$ cat src/core/pmd_mgmt_pkg.sv
// Constants, carrier types and states shared by the medium management register block
package pmd_mgmt_pkg;

    // ------------------------------------------------------------
    // Register map
    // ------------------------------------------------------------
    localparam logic [4:0] PMD_DEVAD = 5'h01;
    localparam logic [15:0] STATUS_TWO_ADDR = 16'h0008;
    localparam logic [15:0] TX_DISABLE_ADDR = 16'h0009;
    localparam logic [15:0] SIGNAL_DETECT_ADDR = 16'h000a;

    // ------------------------------------------------------------
    // Field positions
    // ------------------------------------------------------------
    localparam int PRESENCE_HI = 15;
    localparam int PRESENCE_LO = 14;
    localparam int TX_FAULT_ABILITY_BIT = 13;
    localparam int RX_FAULT_ABILITY_BIT = 12;
    localparam int TX_FAULT_FLAG_BIT = 11;
    localparam int RX_FAULT_LATCHED_BIT = 10;
    localparam int EXT_ABILITY_BIT = 9;
    localparam int TX_DISABLE_ABILITY_BIT = 8;
    localparam int OPTIC_ABILITY_HI = 7;
    localparam int OPTIC_ABILITY_LO = 1;
    localparam int LOOPBACK_ABILITY_BIT = 0;
    localparam int GLOBAL_BIT = 0;
    localparam int LANE_LO = 1;
    localparam int LANE_HI = 4;

    // ------------------------------------------------------------
    // Reset and fixed values
    // ------------------------------------------------------------
    localparam logic [1:0] PRESENCE_RST = 2'h2;
    localparam logic TX_FAULT_ABILITY_RST = 1'h0;
    localparam logic RX_FAULT_ABILITY_RST = 1'h1;
    localparam logic TX_FAULT_FLAG_RST = 1'h0;
    localparam logic RX_FAULT_LATCHED_RST = 1'h1;
    localparam logic EXT_ABILITY_RST = 1'h1;
    localparam logic TX_DISABLE_ABILITY_RST = 1'h1;
    localparam logic [6:0] OPTIC_ABILITY_RST = 7'h00;
    localparam logic LOOPBACK_ABILITY_RST = 1'h1;
    localparam logic [15:0] TX_DISABLE_RST = 16'h0000;
    localparam logic [4:0] SIGNAL_DETECT_RST = 5'h00;

    // ------------------------------------------------------------
    // Management frame
    // ------------------------------------------------------------
    localparam logic [1:0] OP_ADDRESS = 2'h0;
    localparam logic [1:0] OP_WRITE = 2'h1;
    localparam logic [1:0] OP_READ_INC = 2'h2;
    localparam logic [1:0] OP_READ = 2'h3;
    localparam logic [5:0] HDR_BITS = 6'h0d;
    localparam logic [5:0] TURN_BITS = 6'h02;
    localparam logic [5:0] DATA_BITS = 6'h10;

    typedef struct packed {
        logic st_low;
        logic [1:0] op;
        logic [4:0] prt;
        logic [4:0] dev;
    } frame_hdr_type;

    typedef struct packed {
        logic out;
        logic oe;
    } pin_drive_type;

    typedef enum logic [1:0] {ST_PREAMBLE, ST_HEADER, ST_TURN, ST_DATA} frame_state_type;

endpackage

$ cat src/core/pin_sync3.sv
// Three-stage input synchroniser that passes a level once stages two and three agree
`timescale 1ns/1ps
module pin_sync3 #(
    parameter int WIDTH = 2
) (
    input wire logic ref_clk,
    input wire logic rst_b,
    input wire logic [WIDTH-1:0] raw,
    output logic [WIDTH-1:0] level
);
    logic [WIDTH-1:0] s1_q;
    logic [WIDTH-1:0] s2_q;
    logic [WIDTH-1:0] s3_q;

    generate
        if (WIDTH < 1) begin : g_bad_width
            $error("pin_sync3 needs a width of at least one");
        end
    endgenerate

    always_ff @(posedge ref_clk) begin
        if (!rst_b) begin
            s1_q <= '0;
            s2_q <= '0;
            s3_q <= '0;
            level <= '0;
        end else begin
            s1_q <= raw;
            s2_q <= s1_q;
            s3_q <= s2_q;
            for (int i = 0; i < WIDTH; i++) begin
                if (s2_q[i] == s3_q[i]) begin
                    level[i] <= s3_q[i];
                end
            end
        end
    end
endmodule // pin_sync3

$ cat src/core/pmd_mgmt_regs.sv
// Medium status, transmit disable and signal detect registers behind a management slave
//
// What this block does
// - Status two sits at 0x0008, transmit disable at 0x0009, signal detect at 0x000A, device 1.
// - Status two bits 15:14 read binary 10 to show a device answers, reset value 2.
// - Status two bit 13 reads 0 because transmit faults cannot be detected.
// - Status two bit 12 reads 1 because receive faults can be detected.
// - Status two bit 11, the transmit fault flag, reads 0 as a reserved bit.
// - Status two bit 10 latches high on a receive fault and comes out of reset at 1.
// - Status two bit 9 reads 1 to announce the extended ability register.
// - Status two bit 8 reads 1 to announce that transmit can be disabled.
// - Status two bits 7 to 1 read 0 as no optical variant is supported.
// - Status two bit 0 reads 1 to announce loopback support.
// - Transmit disable bit 0 is a writable global off control resetting to 0.
// - Transmit disable bits 1 to 4 are writable per-lane off controls resetting to 0.
// - Signal detect bit 0 is read-only and shows 1 while a receive signal is seen, reset 0.
// - Signal detect bits 1 to 4 are read-only and show per-lane receive signal, reset 0.
`timescale 1ns/1ps
module pmd_mgmt_regs #(
    parameter int PORT_ADDR = 0,
    parameter int PREAMBLE_BITS = 32
) (
    input wire logic ref_clk,
    input wire logic rst_b,
    input wire logic mdc,
    input wire logic mdio_in,
    output logic mdio_out,
    output logic mdio_oe,
    input wire logic rx_fault,
    input wire logic [4:0] rx_signal_seen,
    output logic global_tx_off,
    output logic [3:0] lane_tx_off
);
    // ------------------------------------------------------------
    // Declarations
    // ------------------------------------------------------------
    logic [1:0] pin_level;
    logic mdc_s, mdio_s, mdc_prev_q, mdc_rise;
    pmd_mgmt_pkg::frame_state_type state_q;
    logic [5:0] cnt_q;
    logic [12:0] hdr_q;
    logic [12:0] hdr_next;
    pmd_mgmt_pkg::frame_hdr_type hdr_n;
    logic hdr_match, mine_q;
    logic [1:0] op_q;
    logic [15:0] data_q, data_next, addr_q, rdata_q;
    logic rd_active_q;
    pmd_mgmt_pkg::pin_drive_type drive_q;
    logic [15:0] tx_dis_q;
    logic rx_fault_latched_q;
    logic [4:0] sig_seen_q;
    logic [3:0] lane_off_q;
    logic hdr_done, rd_capture, frame_end, wr_done;

    generate
        if (PREAMBLE_BITS < 1 || PREAMBLE_BITS > 63) begin : g_bad_preamble
            $error("preamble length must lie between 1 and 63");
        end
        if (PORT_ADDR < 0 || PORT_ADDR > 31) begin : g_bad_port
            $error("port address must lie between 0 and 31");
        end
    endgenerate

    // ------------------------------------------------------------
    // Read decode
    // ------------------------------------------------------------
    function automatic logic [15:0] read_word(input logic [15:0] addr, input logic latched,
                                              input logic [15:0] txd, input logic [4:0] seen);
        logic [15:0] w;
        w = 16'h0000;
        unique case (addr)
            pmd_mgmt_pkg::STATUS_TWO_ADDR: begin
                w[pmd_mgmt_pkg::PRESENCE_HI:pmd_mgmt_pkg::PRESENCE_LO] =
                    pmd_mgmt_pkg::PRESENCE_RST;
                w[pmd_mgmt_pkg::TX_FAULT_ABILITY_BIT] = pmd_mgmt_pkg::TX_FAULT_ABILITY_RST;
                w[pmd_mgmt_pkg::RX_FAULT_ABILITY_BIT] = pmd_mgmt_pkg::RX_FAULT_ABILITY_RST;
                w[pmd_mgmt_pkg::TX_FAULT_FLAG_BIT] = pmd_mgmt_pkg::TX_FAULT_FLAG_RST;
                w[pmd_mgmt_pkg::RX_FAULT_LATCHED_BIT] = latched;
                w[pmd_mgmt_pkg::EXT_ABILITY_BIT] = pmd_mgmt_pkg::EXT_ABILITY_RST;
                w[pmd_mgmt_pkg::TX_DISABLE_ABILITY_BIT] =
                    pmd_mgmt_pkg::TX_DISABLE_ABILITY_RST;
                w[pmd_mgmt_pkg::OPTIC_ABILITY_HI:pmd_mgmt_pkg::OPTIC_ABILITY_LO] =
                    pmd_mgmt_pkg::OPTIC_ABILITY_RST;
                w[pmd_mgmt_pkg::LOOPBACK_ABILITY_BIT] =
                    pmd_mgmt_pkg::LOOPBACK_ABILITY_RST;
            end
            pmd_mgmt_pkg::TX_DISABLE_ADDR: begin
                w = txd;
            end
            pmd_mgmt_pkg::SIGNAL_DETECT_ADDR: begin
                w[pmd_mgmt_pkg::LANE_HI:pmd_mgmt_pkg::GLOBAL_BIT] = seen;
            end
            default: begin
                w = 16'h0000;
            end
        endcase
        return w;
    endfunction

    // ------------------------------------------------------------
    // Pin sampling
    // ------------------------------------------------------------
    pin_sync3 #(.WIDTH(2)) u_sync (
        .ref_clk(ref_clk),
        .rst_b(rst_b),
        .raw({mdc, mdio_in}),
        .level(pin_level)
    );

    assign mdc_s = pin_level[1];
    assign mdio_s = pin_level[0];
    assign mdc_rise = mdc_s & ~mdc_prev_q;

    always_ff @(posedge ref_clk) begin
        if (!rst_b) begin
            mdc_prev_q <= 1'h0;
        end else begin
            mdc_prev_q <= mdc_s;
        end
    end

    // ------------------------------------------------------------
    // Frame decode
    // ------------------------------------------------------------
    assign hdr_next = {hdr_q[11:0], mdio_s};
    assign hdr_n = pmd_mgmt_pkg::frame_hdr_type'(hdr_next);
    assign hdr_match = !hdr_n.st_low && (hdr_n.prt == 5'(PORT_ADDR))
                       && (hdr_n.dev == pmd_mgmt_pkg::PMD_DEVAD);
    assign data_next = {data_q[14:0], mdio_s};
    assign hdr_done = mdc_rise && (state_q == pmd_mgmt_pkg::ST_HEADER)
                      && (cnt_q == pmd_mgmt_pkg::HDR_BITS - 6'h01);
    assign rd_capture = hdr_done && hdr_match && hdr_n.op[1];
    assign frame_end = mdc_rise && (state_q == pmd_mgmt_pkg::ST_DATA)
                       && (cnt_q == pmd_mgmt_pkg::DATA_BITS - 6'h01);
    assign wr_done = frame_end && mine_q && (op_q == pmd_mgmt_pkg::OP_WRITE);

    always_ff @(posedge ref_clk) begin
        if (!rst_b) begin
            state_q <= pmd_mgmt_pkg::ST_PREAMBLE;
            cnt_q <= 6'h00;
            hdr_q <= 13'h0000;
            mine_q <= 1'h0;
            op_q <= 2'h0;
            data_q <= 16'h0000;
        end else if (mdc_rise) begin
            unique case (state_q)
                pmd_mgmt_pkg::ST_PREAMBLE: begin
                    if (mdio_s) begin
                        if (cnt_q != 6'h3f) begin
                            cnt_q <= cnt_q + 6'h01;
                        end
                    end else if (cnt_q >= 6'(PREAMBLE_BITS)) begin
                        state_q <= pmd_mgmt_pkg::ST_HEADER;
                        cnt_q <= 6'h00;
                    end else begin
                        cnt_q <= 6'h00;
                    end
                end
                pmd_mgmt_pkg::ST_HEADER: begin
                    hdr_q <= hdr_next;
                    if (cnt_q == pmd_mgmt_pkg::HDR_BITS - 6'h01) begin
                        state_q <= pmd_mgmt_pkg::ST_TURN;
                        cnt_q <= 6'h00;
                        mine_q <= hdr_match;
                        op_q <= hdr_n.op;
                    end else begin
                        cnt_q <= cnt_q + 6'h01;
                    end
                end
                pmd_mgmt_pkg::ST_TURN: begin
                    if (cnt_q == pmd_mgmt_pkg::TURN_BITS - 6'h01) begin
                        state_q <= pmd_mgmt_pkg::ST_DATA;
                        cnt_q <= 6'h00;
                    end else begin
                        cnt_q <= cnt_q + 6'h01;
                    end
                end
                pmd_mgmt_pkg::ST_DATA: begin
                    data_q <= data_next;
                    if (cnt_q == pmd_mgmt_pkg::DATA_BITS - 6'h01) begin
                        state_q <= pmd_mgmt_pkg::ST_PREAMBLE;
                        cnt_q <= 6'h00;
                    end else begin
                        cnt_q <= cnt_q + 6'h01;
                    end
                end
            endcase
        end
    end

    // ------------------------------------------------------------
    // Register address
    // ------------------------------------------------------------
    always_ff @(posedge ref_clk) begin
        if (!rst_b) begin
            addr_q <= 16'h0000;
        end else if (frame_end && mine_q) begin
            if (op_q == pmd_mgmt_pkg::OP_ADDRESS) begin
                addr_q <= data_next;
            end else if (op_q == pmd_mgmt_pkg::OP_READ_INC) begin
                addr_q <= addr_q + 16'h0001;
            end
        end
    end

    // ------------------------------------------------------------
    // Read data and pin drive
    // ------------------------------------------------------------
    always_ff @(posedge ref_clk) begin
        if (!rst_b) begin
            rdata_q <= 16'h0000;
            rd_active_q <= 1'h0;
            drive_q <= '0;
        end else if (rd_capture) begin
            rdata_q <= read_word(addr_q, rx_fault_latched_q, tx_dis_q, sig_seen_q);
            rd_active_q <= 1'h1;
        end else if (mdc_rise && rd_active_q) begin
            if (state_q == pmd_mgmt_pkg::ST_TURN && cnt_q == 6'h00) begin
                drive_q <= '{out: 1'h0, oe: 1'h1};
            end else if (state_q == pmd_mgmt_pkg::ST_DATA
                         && cnt_q == pmd_mgmt_pkg::DATA_BITS - 6'h01) begin
                drive_q <= '0;
                rd_active_q <= 1'h0;
            end else begin
                drive_q <= '{out: rdata_q[15], oe: 1'h1};
                rdata_q <= {rdata_q[14:0], 1'h0};
            end
        end
    end

    assign mdio_out = drive_q.out;
    assign mdio_oe = drive_q.oe;

    // ------------------------------------------------------------
    // Register state
    // ------------------------------------------------------------
    always_ff @(posedge ref_clk) begin
        if (!rst_b) begin
            rx_fault_latched_q <= pmd_mgmt_pkg::RX_FAULT_LATCHED_RST;
        end else if (rx_fault) begin
            rx_fault_latched_q <= 1'h1;
        end else if (rd_capture && addr_q == pmd_mgmt_pkg::STATUS_TWO_ADDR) begin
            rx_fault_latched_q <= 1'h0;
        end
    end

    // Upper bits are stored so read-modify-write by software returns them intact
    always_ff @(posedge ref_clk) begin
        if (!rst_b) begin
            tx_dis_q <= pmd_mgmt_pkg::TX_DISABLE_RST;
        end else if (wr_done && addr_q == pmd_mgmt_pkg::TX_DISABLE_ADDR) begin
            tx_dis_q <= data_next;
        end
    end

    always_ff @(posedge ref_clk) begin
        if (!rst_b) begin
            sig_seen_q <= pmd_mgmt_pkg::SIGNAL_DETECT_RST;
        end else begin
            sig_seen_q <= rx_signal_seen;
        end
    end

    always_ff @(posedge ref_clk) begin
        if (!rst_b) begin
            lane_off_q <= 4'h0;
        end else begin
            lane_off_q <= tx_dis_q[pmd_mgmt_pkg::LANE_HI:pmd_mgmt_pkg::LANE_LO]
                          | {4{tx_dis_q[pmd_mgmt_pkg::GLOBAL_BIT]}};
        end
    end

    assign global_tx_off = tx_dis_q[pmd_mgmt_pkg::GLOBAL_BIT];
    assign lane_tx_off = lane_off_q;
endmodule // pmd_mgmt_regs

$ cat config.mk
export PLATFORM = sky130hd
export DESIGN_NAME = pmd_mgmt_regs
export DESIGN_NICKNAME = d
export VERILOG_FILES = /design/src/core/pmd_mgmt_pkg.sv /design/src/core/pin_sync3.sv /design/src/core/pmd_mgmt_regs.sv
export SDC_FILE = /design/constraint.sdc
export NUM_CORES = 1
export LEC_CHECK = 0
export ABC_AREA = 1
export BUFFER_PORTS_ARGS = -buffer_cell sky130_fd_sc_hd__buf_2
export CAP_MARGIN = 10
export CORE_MARGIN = 2
export CORE_UTILIZATION = 32
export DETAILED_ROUTE_END_ITERATION = 7
export PLACE_DENSITY_LB_ADDON = 0.2
export SLEW_MARGIN = 40
export SYNTH_ARGS = -nofsm -noshare
export SYNTH_HDL_FRONTEND = slang
export SYNTH_SLANG_ARGS = --single-unit
$ cat constraint.sdc
create_clock -name ref_clk -period 2 [get_ports ref_clk]
set_input_delay 0 -clock ref_clk [delete_from_list [all_inputs] [get_ports ref_clk]]
set_output_delay 0 -clock ref_clk [all_outputs]
set_load 0.1 [all_outputs]
### Word level (Yosys, flattened, before mapping)

Index checks and enable logic that the tools add are counted.

* register bits after elaboration: 108
* input bits: 10

* $add $sub $neg: 2
* $lt $le $gt $ge: 1
* equal/unequal tests: 23
* mux-type cells: 26
* bitwise gates (word level): 5
* reduce and logical (&&, ||, !) cells: 33

Operators by type and width (number)
* 2-to-1 mux 16 bit: 6
* == test 16 x 4 -> 1 bit (second input constant): 3
* 2-to-1 mux 6 bit: 5
* one-hot mux 6 bit (4 select lines): 1
* one-hot mux 11 bit (2 select lines): 1
* adder 16 x 1 -> 16 bit (second input constant): 1
* logical AND 1 bit: 15
* one-hot mux 5 bit (3 select lines): 1
* 2-to-1 mux 2 bit: 7
* == test 6 x 4 -> 1 bit (second input constant): 2
* != test 2 bit (second input constant): 5
* AND reduction 2 bit: 5
* AND reduction 3 bit: 3
* one-hot mux 2 bit (4 select lines): 1
* adder 6 x 1 -> 6 bit (second input constant): 1
* == test 2 bit (second input constant): 3
* == test 6 x 1 -> 1 bit (second input constant): 1
* greater-or-equal comparator 6 bit (second input constant): 1
* logical NOT 6 bit: 1
* != test 6 bit (second input constant): 1
* AND reduction 6 bit: 1
* nonzero test 2 bit: 3
* == test 5 x 1 -> 1 bit (second input constant): 1
* logical NOT 5 bit: 1
* other kinds (11): 20

### Logic depth before layout (Yosys ltp)

Gate-level depths: netlist of run 1.

* depth in word-level cells: 8
* gate-level depth with buffers: 14
* gate-level depth less buffers: 14

### Modules after synthesis

From an unflattened synthesis of run 1, not the netlist that was laid out.

* cell total of the unflattened synthesis: 785
* area total of the unflattened synthesis: 5343.9 um2

Modules (own cells, without submodules)
* pmd_mgmt_regs: times used 1, cells each 759, area each 5111.2 um2, seq. area each 2001.9 um2
* pin_sync3: times used 1, cells each 26, area each 232.7 um2, seq. area each 160.2 um2

### Worst setup path before layout of run 1

OpenSTA, ideal clock, no wires.

* kind: register to register
* start: register cnt_q[0]
* end: register rdata_q[12]
* arrival: 1.491 ns
* required time: 1.891 ns
* setup slack: 0.400 ns
* stages on the path, launching flop included: 14
* period minus slack after synthesis: 1.600 ns
* cell sequence: dfxtp_1 > inv_1 > ha_1 > inv_1 > nor2_2 > nand2_2 > nor2_4 > nand2_2 > nor2_4 > buf_6 > nor2_2 > nand3b_1 > nand2_1 > inv_1

* word-level cells in the longest chain between the ends: 6
* elaborated cells between the ends (all ways): 13
* those cells by class: eq/ne: 4; mux: 1; reduce/logical: 8

Ends and longest elaborated chain
* from (decl): RTL line pmd_mgmt_regs.sv:40 `logic [5:0] cnt_q;`
* from (signal assigned): RTL line pmd_mgmt_regs.sv:150 `cnt_q <= cnt_q + 6'h01;`
* from (signal assigned): RTL line pmd_mgmt_regs.sv:167 `cnt_q <= cnt_q + 6'h01;`
* from (signal assigned): RTL line pmd_mgmt_regs.sv:175 `cnt_q <= cnt_q + 6'h01;`
* == test 6 x 4 -> 1 bit: RTL line pmd_mgmt_regs.sv:131 `&& (cnt_q == pmd_mgmt_pkg::HDR_BITS - 6'h01);`
* logical AND 1 bit: RTL line pmd_mgmt_regs.sv:131
* logical AND 1 bit (2 in a row): RTL line pmd_mgmt_regs.sv:132 `assign rd_capture = hdr_done && hdr_match && hdr_n.op[1];`
* != test 2 bit (no source line) / nonzero test 2 bit (equally long branches)
* AND reduction 3 bit (no source line)
* to (signal assigned): RTL line pmd_mgmt_regs.sv:215 `rdata_q <= read_word(addr_q, rx_fault_latched_q, tx_dis_q, sig_seen_q);`
* to (signal assigned): RTL line pmd_mgmt_regs.sv:226 `rdata_q <= {rdata_q[14:0], 1'h0};`
* to (decl): RTL line pmd_mgmt_regs.sv:46 `logic [15:0] data_q, data_next, addr_q, rdata_q;`

Parallel ways exist; a longest one is shown, timed or not.
A chain may end at the register's enable or synchronous reset.

### Worst setup path after layout of run 1

Same ends and word-level chain as after synthesis.

==> results.ini, run 1 <==
[setup_path]
crit_path_max_incr_delay_ns = 0.38
crit_chain = inv_1 > ha_1 > inv_1 > nor2_2 > nand2_2 > nor2_4 > nand2_2 > nor2_4 > buf_12 > nor2_4 > nand2_1 > nand2_1 > inv_1 > nand2_1 > inv_1
crit_slowest_cell = dfxtp_1
endpoint_kind = flip-flop
required_ns = 2.26
path_common_cell = inv_1
cp.arrival_ns = 2.07
start_kind = flip-flop
crit_type = reg2reg
path_max_fanout = 12

[global_routing]
grt-ovfl-total = 0
grt_first_pass_wirelength_um = 22000
grtUsageTotal = 0.155
antenna_found_initial = 0
grt_max_degree = 73
grt_pass1_vias = 4373

[timing]
slew_headroom = 0.686
period_needed_ns = 1.81
hold_viol_final = 0
setup_violations = 0
fin_tns_setup_ns = 0
tightestPinTransition_ns = 0.468
period_share = 0.905
drv_slew = 0
max_freq_mhz = 553
rsz0062_at_grt = false
clock_skew_ns = 0.0129

[floorplanning]
fp-row-count = 47
ios = 17
fp.dieArea_um2 = 17600
start_util = 0.324
die_x_um = 133
core_area_um2 = 16300
die_h_um = 133

[clock_network]
htreeDepth = 3
cts-resized-gates = 0
cts_root_buf = clkbuf_16
numCtsBuffers = 9
path_clk_slew_ns = 0.08
clkLatencyLatePin_ns = 0.36
clock_path_buffers = 2
numClockSinks = 108
tritoncts = yes

[logic_synthesis]
synthTopCellsByArea = dfxtp_1 (41%), nand2_1 (11%), a21oi_1 (7.8%)
synthDistinctLibCells = 29
synth_cells = 766
syn-num-nets = 787
ys_seq_area_frac = 0.408
syn_avg_cell_area_um2 = 6.91
syn_area_um2 = 5290
yosys.area.top_type = dfxtp_1
ys_warn_count = 0
synth_seq_cells = 108
synth_top_area_frac = 0.408

[drt]
drtPass1Iterations = 5
vias = 4760
ant_nets = 0
routed_wirelength_um = 13100
via_per_inst = 4.65
drt-initial-drc-count = 328
drc = 0
routedWlPerCell_um = 12.8

[placed_design]
place_area_um2 = 5710
gp_congestion = 0.841
place.detailed.hpwl_um = 9630
io_buffers = 16

[hold_path]
hold_class = in2reg

[job]
maxCapViolCount = 0

[cells_and_area]
postLayoutCellArea_um2 = 6110
multi_input_area_um2 = 2590
seqCellArea_um2 = 2160
antennaDiodeCount = 0
fillers = 1804
syn_to_final_growth_pct = 15.4
nets = 819
layout-drive-gt1-share = 0.110

[power]
power_leakage_uw = 0.00261
p_per_area_nw_per_um2 = 670
ir_drop_mv = 0.405

[outcome]
status = completed

-- worst max-delay path, delay by kind of cell (launching register included) --
| kind | cells | cell delay (ns) |
|---|---|---|
| and+or+nand+nor | 9 | 0.71 |
| buffers and inverters | 5 | 0.40 |
| DFF | 1 | 0.38 |
| adders and majority gates | 1 | 0.23 |
-- placed cells by master (no fill, tap or decap), types with 16 or more instances in the layout --
master | Yosys | layout
a21oi_1 | 82 | 82
buf_2 | 5 | 16
buf_4 | 1 | 22
dfxtp_1 | 108 | 108
inv_1 | 103 | 103
nand2_1 | 161 | 161
nand3_1 | 69 | 69
nand4_1 | 16 | 16
nor2_1 | 55 | 55
o21ai_0 | 60 | 60
o21ai_1 | 19 | 19
-- worst paths after layout --
path / startpoint / to / slack (ns) / cells past startpoint
setup / recovery: cnt_q[0]$_SDFFE_PN0P_ / rdata_q[12]$_SDFFE_PN0P_ / 0.19 / 15
hold / removal: rst_b / rdata_q[0]$_SDFFE_PN0P_ / 0.12 / 3
setup reg to reg: cnt_q[0]$_SDFFE_PN0P_ / rdata_q[12]$_SDFFE_PN0P_ / 0.19 / 15
hold reg to reg: u_sync.s1_q[0]$_SDFF_PN0_ / u_sync.s2_q[0]$_SDFF_PN0_ / 0.41 / 2
-- area by class of cell --
type,instances,share of cell area
Timing Repair Buffer,48,0.0598
Inverter,110,0.0676
Clock buffer,10,0.0375
Tap cell,220,0.0451
Multi-Input combinational cell,521,0.424
Clock inverter,6,0.0117
Sequential cell,108,0.354
-- kinds of logic after synthesis --
logic type,after synthesis,share of synthesized area
AO/OA/AOI/OAI,166,0.159
AND/OR/NAND/NOR,344,0.305
adder cells (fa/ha/maj),11,0.0260
flip-flops,108,0.408
buffers and inverters,137,0.102
-- flip-flops by register name, indices dropped and copies added (netlist names), 4 cells and up --
| signal | cells |
|---|---|
| tx_dis_q | 16 |
| addr_q | 16 |
| lane_tx_off | 4 |
| hdr_q | 12 |
| sig_seen_q | 5 |
| data_q | 15 |
| rdata_q | 16 |
| cnt_q | 6 |
-- report_power, final --
group	internal (uW)	switching, uW	leakage, uW
Combinational	33.1	52.9	0.00159
Clock	991	854	0.000151
Sequential	2160	4.37	0.000872
Total	3180	911	0.00261
-- routing by layer --
metal	wire (um)	share of wire	vias to the layer above	track usage
met5	0	0	-	0
li1	-	-	2541	-
met2	5890	0.45	87	0.237
met4	176	0.013	0	0.0508
met3	516	0.039	13	0.0291
met1	6560	0.50	2119	0.221
-- stage by stage --
| stage | hold slack (ns) | total power, uW | setup WS (ns) | utilization | instances |
|---|---|---|---|---|---|
| final | 0.121 | 4090 | 0.190 | 0.374 | 1023 |
| after detailed placement | 0.189 | 2290 | 0.156 | 0.349 | 998 |
| after global routing | 0.152 | 4240 | 0.0119 | 0.374 | 1023 |
| after CTS | 0.128 | 4160 | 0.145 | 0.372 | 1022 |
| after global placement | 0.186 | 2290 | 0.160 | 0.349 | 998 |
| after floorplan | 0.0976 | 2260 | 0.400 | - | 766 |
-- synth_stat cells (all sizes together) --
cell	n
buf	10
nor3	9
clkbuf	17
o21bai	2
a21oi	82
dfxtp	108
nand3	70
nand3b	8
a31oi	1
inv	109
ha	11
o211ai	2
nand4	16
clkinv	1
nand2	172
o21ai	79
nor2	69
-- repair_timing --
item                                   in CTS  in global routing
buffers inserted                            0                  1
hold buffers                                8                  0
endpoints found under the hold margin       8                  0
setup endpoints to repair                   0                  9
Power figures use the tool's default switching activity.
==> inputs of run 2 (changes only) <==
--- a/config.mk
+++ b/config.mk
@@ -12,6 +12,7 @@
 export CORE_UTILIZATION = 32
 export DETAILED_ROUTE_END_ITERATION = 7
 export PLACE_DENSITY_LB_ADDON = 0.2
+export REMOVE_ABC_BUFFERS = 1
 export SLEW_MARGIN = 40
 export SYNTH_ARGS = -nofsm -noshare
 export SYNTH_HDL_FRONTEND = slang
==> results.ini, run 2 (synthesis results as in run 1) <==
[setup_path]
r2r-end = rdata_q[13]$_SDFFE_PN0P_
start_kind = flip-flop
reg2reg_depth = 11
required_ns = 2.26
reg2reg_slack_ns = 0.20
crit_type = reg2reg
crit_path_max_incr_delay_ns = 0.35
path_common_cell = nand2_1
worstReg2RegStart = cnt_q[0]$_SDFFE_PN0P_
endpoint_kind = flip-flop
cp-startpoint = cnt_q[0]$_SDFFE_PN0P_
crit_chain = ha_1 > nand3_1 > nor2_1 > nand2_1 > inv_2 > nor2_2 > nor2_2 > nand2_1 > nand3_1 > nand2_1 > inv_1
path_max_fanout = 8
crit_slowest_cell = nor2_2
cp.arrival_ns = 2.06

[global_routing]
grt-ovfl-total = 0
grt_pass1_vias = 4480
antenna_found_initial = 0
grt_first_pass_wirelength_um = 22800
grt_max_degree = 42
grtUsageTotal = 0.159

[timing]
drv_slew = 0
clock_skew_ns = 0.0115
setup_violations = 0
max_freq_mhz = 554
tightestPinTransition_ns = 0.501
fin_tns_setup_ns = 0
hold_viol_final = 0
rsz0062_at_grt = false
period_share = 0.902
worst_slack_ns = 0.195
period_needed_ns = 1.80
slew_headroom = 0.668

[power]
ir_drop_mv = 0.334
p_per_area_nw_per_um2 = 663
power_leakage_uw = 0.00260

[floorplanning]
core_area_um2 = 16300
die_h_um = 133
die_x_um = 133
ios = 17
fp-row-count = 47
fp.dieArea_um2 = 17600
start_util = 0.324

[clock_network]
clkLatencyLatePin_ns = 0.36
clock_path_buffers = 2
numClockSinks = 108
htreeDepth = 3
cts_root_buf = clkbuf_16
numCtsBuffers = 9
path_clk_slew_ns = 0.08
tritoncts = yes

[drt]
routed_wirelength_um = 13700
vias = 4817
drtPass1Iterations = 5
ant_nets = 0
drc = 0
drt-initial-drc-count = 399
routedWlPerCell_um = 13.3
via_per_inst = 4.70

[job]
maxCapViolCount = 0

[cells_and_area]
antennaDiodeCount = 0
mostFrequentLayoutCells = nand2_1 (161), dfxtp_1 (108), inv_1 (103)
reg_top3 = addr_q (16), rdata_q (16), tx_dis_q (16)
fillers = 1800
nets = 821
layout-drive-gt1-share = 0.113
final_common_cell = nand2_1
syn_to_final_growth_pct = 15.7
final_cells = 1025

[hold_path]
hold_class = in2reg
min_to = u_sync.s2_q[0]$_SDFF_PN0_
min_path_cells = 3
min_from = rst_b

[placed_design]
gp_congestion = 0.827
io_buffers = 16
post-place-ws_ns = 0.173
post-place-cells = 999
place.detailed.hpwl_um = 9950

[outcome]
status = completed

-- run 2: changes by cell type in the layout (fill, tap and decap cells not counted) --
cell	change
clkinv_2	-2
clkinvlp_4	+2
inv_6	+2
inv_8	-2
buf_4	+1
bufinv_16	-1
clkbuf_1	-1
clkbuf_8	+1
clkinv_8	+1
nand2_2	-1
nand2_4	+1
nor2_2	+1
-- run 2: how the worst max path moves through the flow --
stage                               end  slack, ns  depth (start not counted)
2_1_floorplan    addr_q[3]$_SDFFE_PN0P_       0.03                         10
3_3_place_gp    rdata_q[8]$_SDFFE_PN0P_       0.17                         12
3_5_place_dp   rdata_q[13]$_SDFFE_PN0P_       0.17                         13
4_1_cts        rdata_q[13]$_SDFFE_PN0P_       0.16                         13
5_1_grt         rdata_q[9]$_SDFFE_PN0P_      0.009                         12
6_report       rdata_q[13]$_SDFFE_PN0P_       0.20                         11
-- run 2: critical path, delay by kind of cell, from the launching register on --
family	cells	cell delay, ns
adder cells (fa/ha/maj)	1	0.23
buffers and inverters	2	0.09
flip-flops	1	0.34
AND/OR/NAND/NOR	8	1.06
-- run 2: through the flow --
step	power [uW]	instance area, um2	util	hold slack (ns)
2_1_floorplan	2240	5170	-	0.0935
3_3_place_gp	2290	5720	0.350	0.191
3_5_place_dp	2290	5720	0.350	0.191
4_1_cts	4100	6090	0.373	0.0290
5_1_grt	4190	6120	0.375	0.0537
6_report	4060	6120	0.375	0.0174
-- run 2: routing by layer --
metal | vias up | part of all wire | GRT usage
li1 | 2551 | - | -
met1 | 2201 | 0.53 | 0.234
met5 | - | 0 | 0
met2 | 54 | 0.43 | 0.244
met4 | 0 | 0.012 | 0.0490
met3 | 11 | 0.021 | 0.0188
-- run 2: final cells by class --
class	count	area, um2	share of cell area
Timing Repair Buffer	49	373	0.0609
Tap cell	220	275	0.0450
Clock buffer	10	239	0.0390
Multi-Input combinational cell	522	2600	0.425
Inverter	110	413	0.0674
Sequential cell	108	2160	0.353
Clock inverter	6	57.6	0.00940
-- run 2: repair_timing --
action                                  CTS  global route
hold buffers                              8             0
gates resized for setup                   0             1
endpoints found under the setup margin    0             9
endpoints found under the hold margin     8             0
buffers inserted                          0             1
-- run 2: where the power goes --
| part | internal, uW | switching (uW) |
|---|---|---|
| sequential | 2160 | 4.01 |
| combinational | 34.3 | 53.8 |
| clock | 906 | 905 |
